File: src/fsar_pkg.sv
// Package for the strobe/converter control and fault flag register bank.
// Assumes a byte-wide register port driven by the serial control interface.
package fsar_pkg;
   localparam logic [7:0] ADDR_CTRL      = 8'h07;
   localparam logic [7:0] ADDR_FAULT     = 8'h08;
   localparam int         CH_LSB         = 0;
   localparam int         CH_W           = 4;
   localparam int         BIT_CONVERT    = 4;
   localparam int         BIT_SKIP       = 5;
   localparam int         BIT_TRIG_LEVEL = 6;
   localparam int         BIT_TRIG_EN    = 7;
   localparam int         BIT_UV         = 0;
   localparam int         BIT_RSVD       = 1;
   localparam int         BIT_NTC        = 2;
   localparam int         BIT_TXMASK     = 3;
   localparam int         BIT_TIMEOUT    = 4;
   localparam logic [3:0] CH_THERMISTOR  = 4'h0;
   localparam logic [3:0] CH_JUNCTION    = 4'h1;
   localparam logic [3:0] CH_SUPPLY      = 4'h2;
   localparam logic [7:0] CTRL_RESET     = 8'hE0;
   localparam logic [7:0] FAULT_RESET    = 8'h00;
endpackage

File: src/fsar_regs.sv
// Control register (converter channel, start, pulse-skip, trigger mode) and
// read-self-clear fault flag register of an LED flash driver.
// Assumes the serial interface gives one-cycle write/read strobes with address.
// Function
// [RL1] Channel select in bits 3:0 resets zero; 0 thermistor, 1 junction, 2 supply.
// [RL2] Writing one to bit 4 starts conversion; cleared by device on completion.
// [RL3] Start bit reads zero once conversion has finished; host may poll it.
// [RL4] Pulse-skip permit bit 5 resets one; zero forces fixed-frequency switching.
// [RL5] Trigger sensitivity bit 6 resets one; zero edge, one level.
// [RL6] Trigger enable bit 7 resets one; zero ignores trigger input.
// [RL7] Fault bit 0 resets zero, set on undervoltage event.
// [RL8] Fault bit 1 reserved, always reads zero.
// [RL9] Fault bit 2 resets zero, set on LED overtemperature trip.
// [RL10] Fault bit 3 resets zero, set on transmit-mask event during flash.
// [RL11] Fault bit 4 resets zero, set on flash timeout.
// [RL12] Fault flags hold until read, then clear automatically.
// [RL13] Host writes only defined channel codes; others reserved.
`timescale 1ns/10ps
module fsar_regs (
   input  wire logic       i_clock,
   input  wire logic       i_rst_n,
   input  wire logic       i_wr,
   input  wire logic       i_rd,
   input  wire logic [7:0] i_addr,
   input  wire logic [7:0] i_wdata,
   output logic      [7:0] o_rdata,
   input  wire logic       i_conv_done,
   input  wire logic       i_evt_uv,
   input  wire logic       i_evt_ntc,
   input  wire logic       i_evt_txmask,
   input  wire logic       i_evt_timeout,
   input  wire logic       i_trigger,
   output logic      [3:0] o_channel,
   output logic            o_conv_start,
   output logic            o_conv_busy,
   output logic            o_skip_permit,
   output logic            o_flash_trigger
);
   logic [7:0] ctrl_reg;
   logic [7:0] ctrl_next;
   logic [4:0] fault_reg;
   logic [4:0] fault_next;
   logic       trig_reg;
   logic [7:0] rdata_next;
   logic       conv_start_reg;

   wire        sel_ctrl   = (i_addr == fsar_pkg::ADDR_CTRL);
   wire        sel_fault  = (i_addr == fsar_pkg::ADDR_FAULT);
   wire        wr_ctrl    = i_wr && sel_ctrl;
   wire        rd_fault   = i_rd && sel_fault;
   wire        start_req  = wr_ctrl && i_wdata[fsar_pkg::BIT_CONVERT]
                            && !ctrl_reg[fsar_pkg::BIT_CONVERT];
   // [RL7] [RL9] [RL10] [RL11] each event lands on its own flag bit
   wire [4:0]  fault_evt  = {i_evt_timeout, i_evt_txmask, i_evt_ntc, 1'b0, i_evt_uv};

   // [RL2] [RL3] busy bit held until completion clears it
   always_comb begin
      ctrl_next = ctrl_reg;
      if (wr_ctrl) begin
         ctrl_next = i_wdata;
         // A busy conversion cannot be cancelled by writing zero
         ctrl_next[fsar_pkg::BIT_CONVERT] = ctrl_reg[fsar_pkg::BIT_CONVERT]
                                            | i_wdata[fsar_pkg::BIT_CONVERT];
      end
      if (i_conv_done && !start_req) begin
         ctrl_next[fsar_pkg::BIT_CONVERT] = 1'b0;
      end
   end

   // [RL12] Read clears; a same-cycle event wins over the clear
   genvar fb;
   generate
      for (fb = 0; fb < 5; fb++) begin : g_fault
         assign fault_next[fb] = (fault_reg[fb] && !rd_fault) || fault_evt[fb];
      end
   endgenerate

   // [RL8] reserved bit forced to zero
   assign rdata_next = sel_ctrl  ? ctrl_reg :
                       sel_fault ? {3'h0, fault_reg[4:2], 1'b0, fault_reg[0]} : 8'h00;

   // [RL1] [RL4] [RL5] [RL6] reset values
   always_ff @(posedge i_clock) begin
      if (!i_rst_n) begin
         ctrl_reg       <= fsar_pkg::CTRL_RESET;
         fault_reg      <= fsar_pkg::FAULT_RESET[4:0];
         trig_reg       <= 1'b0;
         o_rdata        <= 8'h00;
         conv_start_reg <= 1'b0;
      end else begin
         ctrl_reg       <= ctrl_next;
         fault_reg      <= fault_next;
         trig_reg       <= i_trigger;
         o_rdata        <= i_rd ? rdata_next : o_rdata;
         conv_start_reg <= start_req;
      end
   end

   // [RL6] [RL5] trigger gated by enable, edge or level
   wire trig_edge = i_trigger && !trig_reg;
   assign o_flash_trigger = ctrl_reg[fsar_pkg::BIT_TRIG_EN] &&
                            (ctrl_reg[fsar_pkg::BIT_TRIG_LEVEL] ? i_trigger : trig_edge);

   assign o_channel     = ctrl_reg[fsar_pkg::CH_LSB +: fsar_pkg::CH_W];
   assign o_conv_start  = conv_start_reg;
   assign o_conv_busy   = ctrl_reg[fsar_pkg::BIT_CONVERT];
   // [RL4] zero forces fixed-frequency switching
   assign o_skip_permit = ctrl_reg[fsar_pkg::BIT_SKIP];

   // Reset values, checked without a disable so the reset edge itself is seen
   chk_reset_ctrl: assert property (@(posedge i_clock) // [RL1] [RL4] [RL5] [RL6]
      !i_rst_n
      |=> ctrl_reg == fsar_pkg::CTRL_RESET)
      else $error("control register reset value wrong");

   chk_reset_faults: assert property (@(posedge i_clock) // [RL7] [RL9] [RL10] [RL11]
      !i_rst_n
      |=> fault_reg == fsar_pkg::FAULT_RESET[4:0])
      else $error("fault flags not cleared by reset");

   chk_reset_outputs: assert property (@(posedge i_clock)
      !i_rst_n
      |=> o_rdata == 8'h00 && !o_conv_start)
      else $error("read data or start pulse not reset");

   chk_reset_channel: assert property (@(posedge i_clock) // [RL1]
      !i_rst_n
      |=> o_channel == fsar_pkg::CH_THERMISTOR)
      else $error("channel select not reset to thermistor");

   // Control fields follow the written byte
   chk_channel_write: assert property (@(posedge i_clock) disable iff (!i_rst_n) // [RL1]
      wr_ctrl
      |=> o_channel == $past(i_wdata[fsar_pkg::CH_LSB +: fsar_pkg::CH_W]))
      else $error("channel select not taken from write");

   chk_skip_write: assert property (@(posedge i_clock) disable iff (!i_rst_n) // [RL4]
      wr_ctrl
      |=> o_skip_permit == $past(i_wdata[fsar_pkg::BIT_SKIP]))
      else $error("pulse-skip permit not taken from write");

   chk_type_write: assert property (@(posedge i_clock) disable iff (!i_rst_n) // [RL5]
      wr_ctrl
      |=> ctrl_reg[fsar_pkg::BIT_TRIG_LEVEL] == $past(i_wdata[fsar_pkg::BIT_TRIG_LEVEL]))
      else $error("trigger sensitivity not taken from write");

   chk_enable_write: assert property (@(posedge i_clock) disable iff (!i_rst_n) // [RL6]
      wr_ctrl
      |=> ctrl_reg[fsar_pkg::BIT_TRIG_EN] == $past(i_wdata[fsar_pkg::BIT_TRIG_EN]))
      else $error("trigger enable not taken from write");

   chk_ctrl_hold: assert property (@(posedge i_clock) disable iff (!i_rst_n)
      !wr_ctrl && !i_conv_done
      |=> ctrl_reg == $past(ctrl_reg))
      else $error("control register changed without cause");

   chk_done_keeps: assert property (@(posedge i_clock) disable iff (!i_rst_n) // [RL2]
      i_conv_done && !wr_ctrl
      |=> o_channel == $past(o_channel) && o_skip_permit == $past(o_skip_permit))
      else $error("completion disturbed other control fields");

   chk_other_writes: assert property (@(posedge i_clock) disable iff (!i_rst_n)
      i_wr && !sel_ctrl && !i_conv_done
      |=> ctrl_reg == $past(ctrl_reg))
      else $error("write to another address changed control");

   // Conversion start and busy bit
   chk_start_sets_busy: assert property (@(posedge i_clock) disable iff (!i_rst_n) // [RL2]
      start_req
      |=> o_conv_busy && o_conv_start)
      else $error("conversion start not latched");

   chk_done_clears_bit: assert property (@(posedge i_clock) disable iff (!i_rst_n) // [RL3]
      i_conv_done && !start_req
      |=> !o_conv_busy)
      else $error("start bit not cleared on completion");

   chk_start_one_pulse: assert property (@(posedge i_clock) disable iff (!i_rst_n) // [RL2]
      o_conv_start
      |=> !o_conv_start)
      else $error("start pulse longer than one cycle");

   chk_start_cause: assert property (@(posedge i_clock) disable iff (!i_rst_n) // [RL2]
      o_conv_start
      |-> $past(wr_ctrl) && $past(i_wdata[fsar_pkg::BIT_CONVERT]))
      else $error("start pulse without a start write");

   chk_no_restart: assert property (@(posedge i_clock) disable iff (!i_rst_n) // [RL2]
      o_conv_busy
      |=> !o_conv_start)
      else $error("new start pulse while busy");

   chk_busy_no_cancel: assert property (@(posedge i_clock) disable iff (!i_rst_n) // [RL2]
      o_conv_busy && !i_conv_done
      |=> o_conv_busy)
      else $error("busy bit dropped before completion");

   chk_start_wins: assert property (@(posedge i_clock) disable iff (!i_rst_n) // [RL2]
      start_req && i_conv_done
      |=> o_conv_busy)
      else $error("completion cancelled a new start");

   chk_idle_stays: assert property (@(posedge i_clock) disable iff (!i_rst_n) // [RL3]
      !o_conv_busy && !start_req
      |=> !o_conv_busy)
      else $error("busy bit rose without a start");

   chk_busy_reads: assert property (@(posedge i_clock) disable iff (!i_rst_n) // [RL3]
      i_rd && sel_ctrl
      |=> o_rdata[fsar_pkg::BIT_CONVERT] == $past(o_conv_busy))
      else $error("start bit read back wrong");

   // Read path
   chk_ctrl_read: assert property (@(posedge i_clock) disable iff (!i_rst_n)
      i_rd && sel_ctrl
      |=> o_rdata == $past(ctrl_reg))
      else $error("control read data wrong");

   chk_fault_read: assert property (@(posedge i_clock) disable iff (!i_rst_n) // [RL7] [RL9]
      rd_fault
      |=> o_rdata[4:2] == $past(fault_reg[4:2]) && o_rdata[0] == $past(fault_reg[0]))
      else $error("fault read data wrong");

   chk_fault_upper: assert property (@(posedge i_clock) disable iff (!i_rst_n)
      rd_fault
      |=> o_rdata[7:5] == 3'h0)
      else $error("unimplemented fault bits read nonzero");

   chk_reserved_zero: assert property (@(posedge i_clock) disable iff (!i_rst_n) // [RL8]
      $past(i_rd) && $past(sel_fault)
      |-> !o_rdata[1])
      else $error("reserved fault bit read nonzero");

   chk_unmapped_read: assert property (@(posedge i_clock) disable iff (!i_rst_n)
      i_rd && !sel_ctrl && !sel_fault
      |=> o_rdata == 8'h00)
      else $error("unmapped read not zero");

   chk_rdata_hold: assert property (@(posedge i_clock) disable iff (!i_rst_n)
      !i_rd
      |=> $stable(o_rdata))
      else $error("read data changed without a read");

   // Fault flags
   chk_uv_sets_flag: assert property (@(posedge i_clock) disable iff (!i_rst_n) // [RL7]
      i_evt_uv
      |=> fault_reg[0])
      else $error("undervoltage flag not set");

   chk_ntc_sets_flag: assert property (@(posedge i_clock) disable iff (!i_rst_n) // [RL9]
      i_evt_ntc
      |=> fault_reg[2])
      else $error("overtemperature flag not set");

   chk_txmask_sets_flag: assert property (@(posedge i_clock) disable iff (!i_rst_n) // [RL10]
      i_evt_txmask
      |=> fault_reg[3])
      else $error("transmit-mask flag not set");

   chk_timeout_sets_flag: assert property (@(posedge i_clock) disable iff (!i_rst_n) // [RL11]
      i_evt_timeout
      |=> fault_reg[4])
      else $error("timeout flag not set");

   chk_read_clears_flags: assert property (@(posedge i_clock) disable iff (!i_rst_n) // [RL12]
      rd_fault && fault_evt == 5'h00
      |=> fault_reg == 5'h00)
      else $error("fault flags not cleared after read");

   chk_flags_hold: assert property (@(posedge i_clock) disable iff (!i_rst_n) // [RL12]
      !rd_fault
      |=> (fault_reg & $past(fault_reg)) == $past(fault_reg))
      else $error("fault flag lost without read");

   chk_read_keeps_new: assert property (@(posedge i_clock) disable iff (!i_rst_n) // [RL12]
      rd_fault
      |=> fault_reg == $past(fault_evt))
      else $error("event during clearing read lost");

   chk_reserved_flag: assert property (@(posedge i_clock) disable iff (!i_rst_n) // [RL8]
      1'b1
      |-> !fault_reg[fsar_pkg::BIT_RSVD])
      else $error("reserved flag bit set");

   chk_uv_needs_event: assert property (@(posedge i_clock) disable iff (!i_rst_n) // [RL7]
      !fault_reg[0] && !i_evt_uv
      |=> !fault_reg[0])
      else $error("undervoltage flag set without event");

   chk_tmo_needs_event: assert property (@(posedge i_clock) disable iff (!i_rst_n) // [RL11]
      !fault_reg[4] && !i_evt_timeout
      |=> !fault_reg[4])
      else $error("timeout flag set without event");

   chk_fault_wr_ignored: assert property (@(posedge i_clock) disable iff (!i_rst_n)
      i_wr && sel_fault && !rd_fault
      |=> fault_reg == ($past(fault_reg) | $past(fault_evt)))
      else $error("write changed fault flags");

   // Flash trigger gating
   chk_trigger_gate: assert property (@(posedge i_clock) disable iff (!i_rst_n) // [RL6]
      !ctrl_reg[fsar_pkg::BIT_TRIG_EN]
      |-> !o_flash_trigger)
      else $error("trigger passed while disabled");

   chk_level_trigger: assert property (@(posedge i_clock) disable iff (!i_rst_n) // [RL5]
      ctrl_reg[fsar_pkg::BIT_TRIG_EN] && ctrl_reg[fsar_pkg::BIT_TRIG_LEVEL]
      |-> o_flash_trigger == i_trigger)
      else $error("level trigger mismatch");

   chk_edge_fires: assert property (@(posedge i_clock) disable iff (!i_rst_n) // [RL5]
      ctrl_reg[7] && !ctrl_reg[6] && i_trigger && !$past(i_trigger)
      |-> o_flash_trigger)
      else $error("rising trigger edge missed");

   chk_edge_quiet: assert property (@(posedge i_clock) disable iff (!i_rst_n) // [RL5]
      !ctrl_reg[6] && $past(i_trigger) && $past(i_rst_n)
      |-> !o_flash_trigger)
      else $error("edge mode fired on a held level");

   chk_trigger_low: assert property (@(posedge i_clock) disable iff (!i_rst_n) // [RL5]
      !i_trigger
      |-> !o_flash_trigger)
      else $error("trigger output without trigger input");

endmodule

File: config.mk
export PLATFORM = sky130hd
export DESIGN_NAME = fsar_regs
export DESIGN_NICKNAME = d
export VERILOG_FILES = /design/src/fsar_pkg.sv /design/src/fsar_regs.sv
export SDC_FILE = /design/constraint.sdc
export NUM_CORES = 1
export LEC_CHECK = 0
export ABC_CLOCK_PERIOD_IN_PS = 1440
export BUFFER_PORTS_ARGS = -buffer_cell sky130_fd_sc_hd__buf_2
export CAP_MARGIN = 20
export CORE_MARGIN = 1.5
export CORE_UTILIZATION = 45
export DETAILED_ROUTE_END_ITERATION = 10
export GPL_TIMING_DRIVEN = 0
export PLACE_DENSITY = 0.81
export SYNTH_ARGS = -nofsm -noshare
export SYNTH_HDL_FRONTEND = slang
export SYNTH_SLANG_ARGS = --single-unit
File: constraint.sdc
create_clock -name i_clock -period 1.44 [get_ports i_clock]
set_clock_uncertainty 0.05 [all_clocks]
set_input_delay 0.216 -clock i_clock [delete_from_list [all_inputs] [get_ports i_clock]]
set_output_delay 0.216 -clock i_clock [all_outputs]
set_load 0.05 [all_outputs]
==> metrics.yaml <==
status: "complete, no violations"
rr_startpoint: "ctrl_reg[4]$_SDFFE_PP0P_"
port-buffer-count: 40
dr.first_iter.drc_count: 22
rows: 16
placed_area_um2: 1220
hold_start: "i_trigger"
tns_ns: 0
cts-root-buf: "clkbuf_4"
die_h_um: 49.8
p_clk_frac: 0.272
p_total_uw: 1010
grt_first_pass_wirelength_mm: 3.86
gp_congestion: 0.854
crit_type: "reg2out"
antenna_found_initial: 0
crit_buf_inv: 2
seqPwrFrac: 0.619
cts_made_buffers: 3
fin_nets: 186
fmax_ghz: 0.742
ys_types: 29
cp_slowest_stage_delay_ns: 0.36
dr.pass1.iters: 4
yosysWarnings: 0
final_area_um2: 1250
cts_tree: "built"
drive_above_1_share: 0.342
hold_end: "trig_reg$_SDFF_PN0_"
whs_ns: 0.0719
synth_area_um2: 987
cp_max_fo: 2
hold_path.class: "in2reg"
drt_wl_total_mm: 2.26
clk_pin_slew_ns: 0.11
cp-start-kind: "flip-flop"
r2r-end: "o_rdata[4]$_SDFFE_PN0P_"
fp.coreArea_um2: 2020
dp_hpwl_mm: 1.75
holdPathStages: 2
finalCriticalPeriod_ns: 1.35
r2r_slack_ns: 0.53
setup_viol: 0
gr-total-overflow: 0
antenna-diode-count: 0
cp_top_family: "flip-flops"
htreeDepth: 1
p_per_area_nw_per_um2: 807
synth_seq_cells: 22
die_width_um: 49.8
syn2layout_area_growth_pct: 26.2
netSwitchingPower_uw: 241
drc: 0
post-cts-setup-buffers: 0
leakage_uw: 0.000567
placed_cells: 182
cts.sink_count: 22
crit_required_ns: 1.17
syn_nets: 141
clock_path_buffers: 2
cap_violations: 0
avgSynthCellArea_um2: 8.58
num_vias: 983
rsz0062_at_grt: "false"
path_cells: "inv_1 > a21oi_1 > buf_4"
drv_slew: 0
dieArea_um2: 2480
final_antenna_net_count: 0
insertion_delay_ns: 0.31
ff2ff_path_depth: 3
ioPinCount: 42
slowest_stage: "dfxtp_1"
p_int_uw: 764
synth_cells: 115
slew-limit-headroom: 0.701
vias_per_cell: 5.31
grt_max_degree: 12
wire_per_inst_um: 12.2
max-vdd-ir-drop_mv: 0.597
cp-end-kind: "output port"
worst_slew_pin_slew_ns: 0.449
startpoint: "ctrl_reg[6]$_SDFFE_PN1P_"
pwr-share-comb: 0.108
finalHoldViolCount: 0
cp.arrival_ns: 1.08
start_util: 0.488
grt_pass1_vias: 909
swShare: 0.240
synth_seq_area_share: 0.446
final.fill_count: 189
period_share: 0.936
grt_usage: 0.201
finalNonFillerCells: 185
[worst max path at each step]
| stage | cells after the start | to |
|---|---|---|
| detailed placement | 4 | fault_reg[3]$_SDFF_PN0_ |
| finish | 3 | o_flash_trigger |
| floorplan | 2 | o_flash_trigger |
| CTS | 3 | o_flash_trigger |
| global placement | 4 | fault_reg[0]$_SDFF_PN0_ |
| global route | 3 | o_flash_trigger |
[per-layer routing]
layer	global-route usage	vias up	routed length (µm)
li1	-	495	-
met1	0.235	449	1020
met2	0.351	34	1060
met3	0.0606	5	161
met4	0.0556	0	21
met5	0	-	0
[power by group through the flow]
stage / clock [µW] / combinational, µW / sequential [µW]
after global placement: 0 / 103 / 636
after global routing: 302 / 121 / 624
final: 274 / 109 / 623
after floorplan: 0 / 52.8 / 636
after detailed placement: 0 / 108 / 636
after CTS: 285 / 108 / 623
[cells in the final DEF, fill, tap and decap left out, drive strengths merged]
| cell type | netlist | layout |
|---|---|---|
| mux2i | 4 | 4 |
| clkbuf | 2 | 5 |
| and2 | 1 | 1 |
| and4b | 1 | 1 |
| nand4b | 1 | 1 |
| dfxtp | 22 | 22 |
| nand2b | 4 | 4 |
| nand3b | 1 | 1 |
| and3 | 1 | 1 |
| o211ai | 3 | 3 |
| nor2 | 1 | 1 |
| o22a | 4 | 4 |
| a21oi | 1 | 1 |
| nor4 | 1 | 1 |
| a31oi | 4 | 4 |
| nand3 | 1 | 1 |
| buf | 9 | 49 |
| nand2 | 19 | 19 |
| nand4 | 7 | 7 |
| o21ai | 12 | 12 |
| or4 | 1 | 1 |
| a21boi | 4 | 4 |
| o31ai | 1 | 1 |
| inv | 7 | 7 |
| or4b | 1 | 1 |
| nor2b | 1 | 1 |
| nor3 | 1 | 1 |
[timing repair]
| action | 4_1_cts | 5_1_grt |
|---|---|---|
| resized for setup | 0 | 2 |
| hold buffers | 0 | 0 |
| endpoints found under the setup margin | 0 | 1 |
[cell families (layout without fill, tap and decap cells)]
group | Yosys count | count (layout) | share of synthesized area
compound gates | 29 | 29 | 0.188
mux | 4 | 4 | 0.0406
simple gates | 42 | 42 | 0.236
buf+inv | 18 | 61 | 0.0900
flops | 22 | 22 | 0.446
[cell type report]
type | instances | area (µm²) | area share
sequential | 22 | 440 | 0.353
timing repair buffer | 40 | 203 | 0.163
multi-input combinational | 75 | 458 | 0.367
tap | 27 | 33.8 | 0.0271
buffer | 11 | 62.6 | 0.0502
clock buffer | 3 | 22.5 | 0.0181
inverter | 7 | 26.3 | 0.0211
[through the flow]
step | worst slack [ns] | utilization
floorplan | 0.0409 | -
global placement | -0.00707 | 0.604
detailed placement | -0.0393 | 0.604
CTS | 0.0427 | 0.615
global route | 0.000569 | 0.616
finish | 0.0929 | 0.616
[worst reg2reg max path: cells and delay by family, from the launching register on]
kind	cells	cell delay [ns]
AO/OA/AOI/OAI	2	0.30
flip-flops	1	0.42
AND/OR/NAND/NOR	1	0.08
[synthesized netlist by cell type, drive strengths merged]
master  count  area (µm²)
o31ai       1        7.51
dfxtp      22         440
nor2        1        3.75
and4b       1        10.0
o21ai      12        60.1
nand3b      1        7.51
a21boi      4        30.0
a21oi       1        5.00
mux2i       4        40.0
and3        1        6.26
or4b        1        13.8
nand2b      4        25.0
clkbuf      2        7.51
or4         1        7.51
nor2b       1        6.26
o211ai      3        22.5
nor3        1        5.00
a31oi       4        25.0
o22a        4        35.0
buf         9        55.1
inv         7        26.3
and2        1        6.26
nand4b      1        8.76
nand4       7        43.8
nor4        1        12.5
nand3       1        5.00
nand2      19        71.3
Note: power is estimated with default switching activity, not from simulation.
